**src/adc_sel_pkg.sv**
```systemverilog
package adc_sel_pkg;
    // register byte addresses
    localparam logic [11:0] off_src_clk   = 12'h000;
    localparam logic [11:0] off_ref_amp   = 12'h004;
    localparam logic [11:0] off_bandgap   = 12'h008;
    localparam logic [11:0] off_chan_sel  = 12'h00C;
    localparam logic [11:0] off_pin_func  = 12'h010;
    localparam logic [11:0] off_status    = 12'h014;
    // reset values
    localparam logic [7:0]  rst_byte      = 8'h00;
    localparam logic [15:0] rst_pin_func  = 16'h0000;
    // writable bit masks (unimplemented bits read zero)
    localparam logic [7:0]  mask_src_clk  = 8'hF7;
    localparam logic [7:0]  mask_ref_amp  = 8'h9F;
    localparam logic [7:0]  mask_bandgap  = 8'h01;
    localparam logic [7:0]  mask_chan_sel = 8'h0F;
    // field positions and channel count
    localparam int src_sel_lsb   = 4;
    localparam int amp_en_bit    = 7;
    localparam int amp_in_bit    = 4;
    localparam int ref_sel_lsb   = 2;
    localparam int num_channels  = 16;

    typedef enum logic [2:0] {
        src_ext, src_avdd, src_avdd_half, src_avdd_quarter,
        src_vr, src_vr_half, src_vr_quarter, src_gnd
    } src_kind_t;

    // switch controls to the analog front end
    typedef struct packed {
        logic [15:0] ext_chan_on;
        logic        avdd_on;
        logic        avdd_half_on;
        logic        avdd_quarter_on;
        logic        vr_on;
        logic        vr_half_on;
        logic        vr_quarter_on;
        logic        gnd_on;
        logic        ref_avdd_on;
        logic        ref_pin_on;
        logic        ref_amp_on;
        logic        amp_en;
        logic        amp_pin_in_on;
        logic        amp_bg_in_on;
        logic [1:0]  amp_gain;
        logic        bandgap_en;
    } analog_ctl_t;
endpackage

```
**src/conv_clk_div.sv**
```systemverilog
`timescale 1ns/1ps
module conv_clk_div
    import adc_sel_pkg::*;
(
    // clock and reset
    input  wire logic       pclk,
    input  wire logic       presetn,
    // divide select and enable pulse
    input  wire logic [2:0] div_sel,
    output logic            tick
);
    typedef struct packed {
        logic [6:0] cnt;
        logic       tick;
    } div_state_t;

    div_state_t s_q, s_d;
    logic [6:0] limit;

    always_comb begin
        limit = 7'((8'h01 << div_sel) - 8'h01);
        s_d = s_q;
        if (s_q.cnt >= limit) begin
            s_d.cnt  = 7'h00;
            s_d.tick = 1'b1;
        end else begin
            s_d.cnt  = 7'(s_q.cnt + 7'h01);
            s_d.tick = 1'b0;
        end
    end

    always_ff @(posedge pclk or negedge presetn) begin
        if (!presetn) begin
            s_q <= '0;
        end else begin
            s_q <= s_d;
        end
    end

    assign tick = s_q.tick;
endmodule

```
**src/adc_input_ref_select_ctrl.sv**
```systemverilog
`timescale 1ns/1ps
module adc_input_ref_select_ctrl
    import adc_sel_pkg::*;
(
    // apb clock and reset
    input  wire logic        pclk,
    input  wire logic        presetn,
    // apb slave
    input  wire logic        psel,
    input  wire logic        penable,
    input  wire logic        pwrite,
    input  wire logic [11:0] paddr,
    input  wire logic [31:0] pwdata,
    output logic [31:0]      prdata,
    output logic             pready,
    output logic             pslverr,
    // analog front end switches
    output analog_ctl_t      analog_ctl,
    // converter clock enable
    output logic             conv_clk_en,
    // pin mux: per-pin analog override
    output logic [15:0]      pin_analog_mode,
    output logic [15:0]      pin_func_disable,
    output logic [15:0]      pin_pullup_disable,
    output logic [15:0]      pin_dir_override
);
    typedef struct packed {
        logic [7:0]  src_clk;
        logic [7:0]  ref_amp;
        logic [7:0]  bandgap;
        logic [7:0]  chan_sel;
        logic [15:0] pin_func;
        logic [31:0] rdata;
        logic        ready;
        logic        slverr;
        analog_ctl_t ctl;
        logic [15:0] pin_mode;
        logic        clk_en;
    } ctrl_state_t;

    ctrl_state_t s_q, s_d;
    logic        tick;
    logic        wr_en;
    logic        rd_en;
    logic [3:0]  src_code;
    src_kind_t   src_kind;
    logic        hit;
    logic [31:0] rd_val;
    logic [15:0] chan_onehot;

    conv_clk_div u_div (
        .pclk    (pclk),
        .presetn (presetn),
        .div_sel (s_q.src_clk[2:0]),
        .tick    (tick)
    );

    // channel decode, one switch per input
    genvar gi;
    generate
        for (gi = 0; gi < num_channels; gi++) begin : g_chan
            assign chan_onehot[gi] = (s_q.chan_sel[3:0] == 4'(gi));
        end
    endgenerate

    always_comb begin
        src_code = s_q.src_clk[src_sel_lsb +: 4];
        case (src_code)
            4'h0, 4'h4, 4'hC, 4'hD, 4'hE, 4'hF: src_kind = src_ext;
            4'h1:                               src_kind = src_avdd;
            4'h2:                               src_kind = src_avdd_half;
            4'h3:                               src_kind = src_avdd_quarter;
            4'h5:                               src_kind = src_vr;
            4'h6:                               src_kind = src_vr_half;
            4'h7:                               src_kind = src_vr_quarter;
            4'h8, 4'h9, 4'hA, 4'hB:             src_kind = src_gnd;
            default:                            src_kind = src_gnd;
        endcase
    end

    always_comb begin
        hit = 1'b1;
        rd_val = 32'h0000_0000;
        case (paddr)
            off_src_clk:  rd_val = {24'h000000, s_q.src_clk};
            off_ref_amp:  rd_val = {24'h000000, s_q.ref_amp};
            off_bandgap:  rd_val = {24'h000000, s_q.bandgap};
            off_chan_sel: rd_val = {24'h000000, s_q.chan_sel};
            off_pin_func: rd_val = {16'h0000, s_q.pin_func};
            off_status:   rd_val = {5'h00, s_q.ctl.amp_en, s_q.ctl.bandgap_en,
                                    s_q.ctl.ext_chan_on, 1'b0, 4'(src_kind), 4'h0};
            default:      hit = 1'b0;
        endcase
    end

    assign wr_en = psel && penable && pwrite && s_q.ready;
    assign rd_en = psel && !penable;

    always_comb begin
        s_d = s_q;
        // one wait state: ready rises in the access phase
        s_d.ready  = psel && penable && !s_q.ready;
        s_d.slverr = psel && penable && !s_q.ready && !hit;
        if (rd_en) begin
            s_d.rdata = hit ? rd_val : 32'h0000_0000;
        end
        if (wr_en && hit) begin
            case (paddr)
                off_src_clk:  s_d.src_clk  = pwdata[7:0] & mask_src_clk;
                off_ref_amp:  s_d.ref_amp  = pwdata[7:0] & mask_ref_amp;
                off_bandgap:  s_d.bandgap  = pwdata[7:0] & mask_bandgap;
                off_chan_sel: s_d.chan_sel = pwdata[7:0] & mask_chan_sel;
                off_pin_func: s_d.pin_func = pwdata[15:0];
                default:      s_d.rdata    = s_q.rdata;
            endcase
        end
        s_d.clk_en = tick;

        // input routing, registered one edge behind the register
        s_d.ctl.ext_chan_on     = (src_kind == src_ext) ? chan_onehot : 16'h0000;
        s_d.ctl.avdd_on         = (src_kind == src_avdd);
        s_d.ctl.avdd_half_on    = (src_kind == src_avdd_half);
        s_d.ctl.avdd_quarter_on = (src_kind == src_avdd_quarter);
        s_d.ctl.vr_on           = (src_kind == src_vr);
        s_d.ctl.vr_half_on      = (src_kind == src_vr_half);
        s_d.ctl.vr_quarter_on   = (src_kind == src_vr_quarter);
        s_d.ctl.gnd_on          = (src_kind == src_gnd);

        // reference selection
        s_d.ctl.ref_avdd_on = (s_q.ref_amp[ref_sel_lsb +: 2] == 2'h0);
        s_d.ctl.ref_pin_on  = (s_q.ref_amp[ref_sel_lsb +: 2] == 2'h1);
        s_d.ctl.ref_amp_on  = s_q.ref_amp[ref_sel_lsb + 1];

        // amplifier
        s_d.ctl.amp_en        = s_q.ref_amp[amp_en_bit];
        s_d.ctl.amp_pin_in_on = !s_q.ref_amp[amp_in_bit];
        s_d.ctl.amp_bg_in_on  = s_q.ref_amp[amp_in_bit];
        s_d.ctl.amp_gain      = s_q.ref_amp[1:0];
        s_d.ctl.bandgap_en    = s_q.bandgap[0];

        s_d.pin_mode = s_q.pin_func;
    end

    always_ff @(posedge pclk or negedge presetn) begin
        if (!presetn) begin
            s_q          <= '0;
            s_q.src_clk  <= rst_byte;
            s_q.ref_amp  <= rst_byte;
            s_q.bandgap  <= rst_byte;
            s_q.chan_sel <= rst_byte;
            s_q.pin_func <= rst_pin_func;
            s_q.ctl.amp_pin_in_on <= 1'b1;
            s_q.ctl.ref_avdd_on   <= 1'b1;
            s_q.ctl.ext_chan_on   <= 16'h0001;
        end else begin
            s_q <= s_d;
        end
    end

    assign prdata             = s_q.rdata;
    assign pready             = s_q.ready;
    assign pslverr            = s_q.slverr;
    assign analog_ctl         = s_q.ctl;
    assign conv_clk_en        = s_q.clk_en;
    assign pin_analog_mode    = s_q.pin_mode;
    assign pin_func_disable   = s_q.pin_mode;
    assign pin_pullup_disable = s_q.pin_mode;
    assign pin_dir_override   = s_q.pin_mode;
endmodule

```
**config.mk**
```make
export PLATFORM = sky130hd
export DESIGN_NAME = adc_input_ref_select_ctrl
export DESIGN_NICKNAME = d
export VERILOG_FILES = /design/src/adc_sel_pkg.sv /design/src/conv_clk_div.sv /design/src/adc_input_ref_select_ctrl.sv
export SDC_FILE = /design/constraint.sdc
export NUM_CORES = 1
export LEC_CHECK = 0
export BUFFER_PORTS_ARGS = -buffer_cell sky130_fd_sc_hd__clkbuf_2
export CAP_MARGIN = 30
export CORE_ASPECT_RATIO = 1.2
export CORE_MARGIN = 10
export CORE_UTILIZATION = 51
export CTS_CLUSTER_SIZE = 30
export DETAILED_ROUTE_END_ITERATION = 10
export PLACE_DENSITY = 0.8
export SLEW_MARGIN = 0
export SYNTH_ARGS = -nofsm -noshare
export SYNTH_HDL_FRONTEND = slang
export SYNTH_SLANG_ARGS = --single-unit
```
**constraint.sdc**
```tcl
create_clock -name pclk -period 3.02 [get_ports pclk]
set_clock_uncertainty 0.1 [all_clocks]
set_input_delay 0.604 -clock pclk [delete_from_list [all_inputs] [get_ports pclk]]
set_output_delay 0.604 -clock pclk [all_outputs]
set_load 0.01 [all_outputs]
```
== After elaboration in Yosys (flattened, before gate mapping) ==
Memories as Yosys holds them, arrays and structs flattened.
Index checks and enable logic that the tools add are counted.

* Add/sub/neg operators: 2
* Equal/unequal tests: 29
* Mux-type cells: 8
* $lt $le $gt $ge: 1
* Shift operators: 1
* Reductions and logical operators: 22

{| class="wikitable"
|+ Operators by type and width
! cell !! number
|-
| 27-bit one-hot mux with 6 select lines || 1
|-
| 32-bit two-way mux || 4
|-
| 4-bit equality test, second input constant || 8
|-
| 12-bit by 4-bit equality test with 1-bit output, second input constant || 2
|-
| 12-bit by 5-bit equality test with 1-bit output, second input constant || 2
|-
| 4-bit by 3-bit equality test with 1-bit output, second input constant || 4
|-
| 16-bit two-way mux || 1
|-
| 12-bit by 3-bit equality test with 1-bit output, second input constant || 1
|-
| 3-bit equality test, second input constant || 4
|-
| 12-bit logical NOT || 1
|-
| 2-bit AND reduction || 5
|-
| 4-bit by 2-bit equality test with 1-bit output, second input constant || 2
|-
| 8-bit two-way mux || 1
|-
| 7-bit by 1-bit adder with 7-bit output, second input constant || 1
|-
| 7-bit greater-or-equal comparator || 1
|-
| 1-bit logical AND || 7
|-
| 1-bit by 3-bit left shift with 7-bit output, first input constant || 1
|-
| 7-bit by 1-bit subtractor with 7-bit output, second input constant || 1
|-
| 3-bit by 2-bit equality test with 1-bit output, second input constant || 2
|-
| 6-bit OR reduction || 1
|-
| 5-bit OR reduction || 1
|-
| 4-bit by 1-bit equality test with 1-bit output, second input constant || 1
|-
| 1-bit logical NOT || 4
|-
| 4-bit logical NOT || 1
|-
| other kinds (6) || 6
|}

* Memories kept: 1
* Bits in registers: 125
* Input port bits: 49
* Memory bits (read-only): 48
* Output and inout bits: 131

{| class="wikitable"
|+ Memory list
! name !! words !! bits a word !! rd ports !! clocked after Yosys merged registers in !! write ports !! RTL line !! RTL
|-
| (name not given) || 16 || 3 || 1 || 0 || 0 || adc_input_ref_select_ctrl.sv:68 || <nowiki>case (src_code)</nowiki>
|}

== Depth between registers and ports, before layout ==
* Depth in word-level cells: 7
* Gate-level depth with buffers: 8

== Cells and area by module ==
Synthesis repeated with hierarchy kept, for this count alone.

* Cells, all modules: 494
* Area, all modules: 5760.5 µm²

{| class="wikitable"
|+ Modules (own cells, without submodules)
! module !! area each (µm²) !! times used !! cells an instance
|-
| adc_input_ref_select_ctrl || 5228.8 || 1 || 439
|-
| conv_clk_div || 531.8 || 1 || 55
|}

== Worst setup path before layout ==
Ideal clock, no wire load.

* Path kind: reg2reg
* Start: register s_q[125] (netlist bit)
* End: register u_div.s_q[3] (netlist bit)
* Path buffers: 2
* Setup slack: 746 ps
* Cell stages (with the launch flop): 9
* Setup time: 72 ps
* Clock period less this slack: 2274 ps
* Required time: 2848 ps
* Arrival: 2102 ps
* Cells stage by stage: dfrtp_1 clkbuf_1 or3_1 ha_1 nand2b_1 a211o_1 a221o_1 clkbuf_1 nor2_1

{| class="wikitable"
|+ RTL lines
! what !! RTL line !! RTL
|-
| start, declared || adc_input_ref_select_ctrl.sv:41 || <nowiki>ctrl_state_t s_q, s_d;</nowiki>
|-
| end signal, assigned || conv_clk_div.sv:34 || <nowiki>s_q <= '0;</nowiki>
|-
| end signal, assigned || conv_clk_div.sv:36 || <nowiki>s_q <= s_d;</nowiki>
|-
| end, declared || conv_clk_div.sv:17 || <nowiki>div_state_t s_q, s_d;</nowiki>
|}

==> impl_metrics.env <==
export IMPL_detailedRoute_firstIterationViolations=185
export IMPL_start_kind="flip-flop"
export IMPL_timing_critical_path_max_delay_family="compound AO/OA/AOI/OAI gates"
export IMPL_rows=42
export IMPL_cts_htree_levels=4
export IMPL_tritoncts="yes"
export IMPL_clock_sinks=120
export IMPL_detailed_place_area_mm2=0.00570
export IMPL_leakagePower_nw=3.40
export IMPL_achievable_frequency_ghz=0.429
export IMPL_antenna_cells=0
export IMPL_num_io_pins=180
export IMPL_arithmetic_cell_share_of_the_synthesized_area_counting_full_adders_half_adders_and_majority_gates_pct=1.76
export IMPL_fillerInstances=910
export IMPL_port_buffers=158
export IMPL_globalRoute_totalOverflow=0
export IMPL_netlist_cell_type_count=52
export IMPL_drt_wirelength_per_cell_um=18.4
export IMPL_async_reset_ff_share_pct=100
export IMPL_yosys_area_share_simple_pct=9.94
export IMPL_overall_routed_net_length_um=12500
export IMPL_rsz_0062_raised_after_global_routing="false"
export IMPL_synth_area_mm2=0.00570
export IMPL_netlist_instances=487
export IMPL_irDropWorstVdd_mv=0.303
export IMPL_vias_per_cell=5.12
export IMPL_slew_headroom_pct=50.9
export IMPL_layout_cells_most_common_list="157 x sky130_fd_sc_hd__clkbuf_2, 117 x sky130_fd_sc_hd__dfrtp_1, 34 x sky130_fd_sc_hd__nor2_1"
export IMPL_bufs_and_invs_on_worst_path=0
export IMPL_root_buffer="sky130_fd_sc_hd__clkbuf_16"
export IMPL_worst_tran_pin_value_ns=0.737
export IMPL_gp_congestion=0.801
export IMPL_finalInstanceArea_mm2=0.00631
export IMPL_fin_nets=587
export IMPL_grt_first_pass_wirelength_um=19700
export IMPL_finalMaxSlewViolations=0
export IMPL_seq_area_frac_synth_pct=52.7
export IMPL_reg2regPathDepth=6
export IMPL_worst_endpoint_data_arrival_time_ns=2.56
export IMPL_clk_latency_ns=0.40
export IMPL_remaining_drc_errors=0
export IMPL_die_h_um=136
export IMPL_critical_path_max_stage_delay_ns=0.46
export IMPL_largest_family_of_logic_cells_by_synthesized_area="buffers and inverters"
export IMPL_endpoint_kind="flip-flop"
export IMPL_period_utilisation_layout_pct=77.2
export IMPL_cts_hold_repair_buffers=0
export IMPL_postSynthRegisterBits=120
export IMPL_multi_input_comb_area_mm2=0.00162
export IMPL_grt_max_degree=55
export IMPL_min_delay_path_class="in -> async"
export IMPL_run_status="completed"
export IMPL_drt_pass1_iterations=4
export IMPL_timing_hold_violations_final=0
export IMPL_worst_hold_slack_ns=0.135
export IMPL_ys_dominant_reg_cell="sky130_fd_sc_hd__dfrtp_1"
export IMPL_crit_fanout=9
export IMPL_fin_setup_tns_ns=0
export IMPL_groute_usage_overall_pct=16.1
export IMPL_drv_cap=0
export IMPL_core_area_mm2=0.0110
export IMPL_cts_clk_slew_worst_paths_ns=0.05
export IMPL_endpoint_of_the_worst_register_to_register_path="u_div.s_q[4]"
export IMPL_layout_area_seq_mm2=0.00301
export IMPL_antenna_violating_nets_post_route=0
export IMPL_vias_in_the_first_global_route=3742
export IMPL_finalNonFillerCells=675
export IMPL_clockBufferDepth=2
export IMPL_placed_cells_incl_taps=643
export IMPL_area_enclosed_by_the_die_boundary_mm2=0.0158
export IMPL_critical_path_reg2reg_startpoint="s_q[125]"
export IMPL_finalSetupViolCount=0
export IMPL_power_density_cell_area_mw_per_mm2=602
export IMPL_worstSetupPathType="reg -> reg"
export IMPL_final_common_cell="sky130_fd_sc_hd__clkbuf_2"
export IMPL_worst_ep_required_time_ns=3.24
export IMPL_cts_repair_resize_count=0
export IMPL_drive_above_1_share_pct=44.8
export IMPL_critical_path_slowest_cell="sky130_fd_sc_hd__dfrtp_1"
export IMPL_die_width_um=117
export IMPL_critical_path_cell_count=6
export IMPL_synth_compound_area_share_pct=6.78
export IMPL_start_util_pct=51.9
export IMPL_post_dp_hpwl_um=9120
export IMPL_final_period_minus_worst_setup_slack_ns=2.33
export IMPL_antenna_found_initial=0
export IMPL_numCtsBuffers=17
export IMPL_post_cts_repair_timing_setup_buffer_count=0
export IMPL_post_synth_edffs=0
export IMPL_route_vias_total=3456
export IMPL_post_synth_xor_area_fraction_pct=0.768
export IMPL_proportion_of_synthesized_area_in_mux_cells_pct=8.86
export IMPL_syn_mean_instance_area_um2=11.7
export IMPL_area_growth_syn_to_layout_pct=10.7
export IMPL_worst_r2r_setup_slack_ns=0.69
export IMPL_cp_cell_sequence="or3_1, ha_1, nand2b_1, a211o_1, a221o_1, nor2_1"
export IMPL_yosysWarnings=0
worst max path at each step:
| stage | to | slack, ns | startpoint |
|---|---|---|---|
| 4_1_cts | u_div.s_q[1] | 0.68 | s_q[125] |
| 2_1_floorplan | u_div.s_q[3] | 0.75 | s_q[125] |
| 5_1_grt | u_div.s_q[6] | 0.59 | s_q[125] |
| 3_3_place_gp | prdata[10] | 0.50 | paddr[1] |
| 6_report | u_div.s_q[4] | 0.69 | s_q[125] |
| 3_5_place_dp | prdata[15] | 0.45 | paddr[1] |
flip-flops by register name (all words and copies together), names as in the netlist:
signal	flops
analog_ctl	32
prdata	27
s_d	22
pin_analog_mode	16
s_q	12
u_div.s_q	7
conv_clk_en	1
pready	1
pslverr	1
u_div.tick	1
synthesized netlist by cell type, drive strengths merged (3+ instances only):
cell | instances | area, um^2
nor2b | 4 | 25.0
dfrtp | 117 | 2930
a21o | 3 | 22.5
or3b | 3 | 26.3
nand2 | 19 | 71.3
dfstp | 3 | 78.8
nor2 | 35 | 134
nor3 | 9 | 50.1
inv | 7 | 26.3
xnor2 | 3 | 26.3
buf | 138 | 1020
clkbuf | 11 | 41.3
and2 | 8 | 50.1
o21ai | 11 | 55.1
a2bb2oi | 3 | 26.3
nand2b | 6 | 37.5
mux2 | 33 | 420
a221o | 8 | 80.1
a21oi | 4 | 20.0
a22o | 13 | 114
nand3 | 7 | 35.0
nand4 | 4 | 31.3
ha | 8 | 100
mux2i | 4 | 40.0
o21a | 3 | 22.5
power breakdown:
group	internal (mW)	total, mW	switching, mW
sequential	1.61	1.61	0.00111
clock	1.42	2.08	0.665
combinational	0.0309	0.101	0.0701
layout make-up:
cell class                      instances  share of cell area (%)
Multi-Input combinational cell        215                    25.7
Sequential cell                       120                    47.6
Clock inverter                          9                    2.34
Timing Repair Buffer                  169                    13.9
Clock buffer                           23                    7.41
Inverter                                7                   0.416
Tap cell                              132                    2.62
cells by family (layout without fill, tap and decap cells):
family,Yosys count,count (layout)
AOI/OAI and AO/OA,51,51
DFF,120,120
xor gates and xnor gates,5,5
buffers and inverters,156,208
muxes,39,39
adders and majority gates,8,8
and+or+nand+nor,107,107
other,1,5
metrics by stage:
stage / power, mW / worst slack [ns] / utilization [%]
finish: 3.80 / 0.689 / 57.5
CTS: 3.84 / 0.675 / 57.5
global route: 3.93 / 0.588 / 57.5
global placement: 1.74 / 0.501 / 51.9
floorplan: 1.68 / 0.746 / -
detailed placement: 1.74 / 0.449 / 51.9
layer usage:
metal / wire length (um) / up-vias / part of all wire [%] / global-route usage [%]
li1: - / 1593 / - / -
met1: 4700 / 1719 / 38 / 17.9
met2: 6630 / 130 / 53 / 27.0
met3: 877 / 14 / 7.0 / 5.29
met4: 245 / 0 / 2.0 / 7.84
met5: 0 / - / 0 / 0
Note: power is estimated with default switching activity, not from simulation.
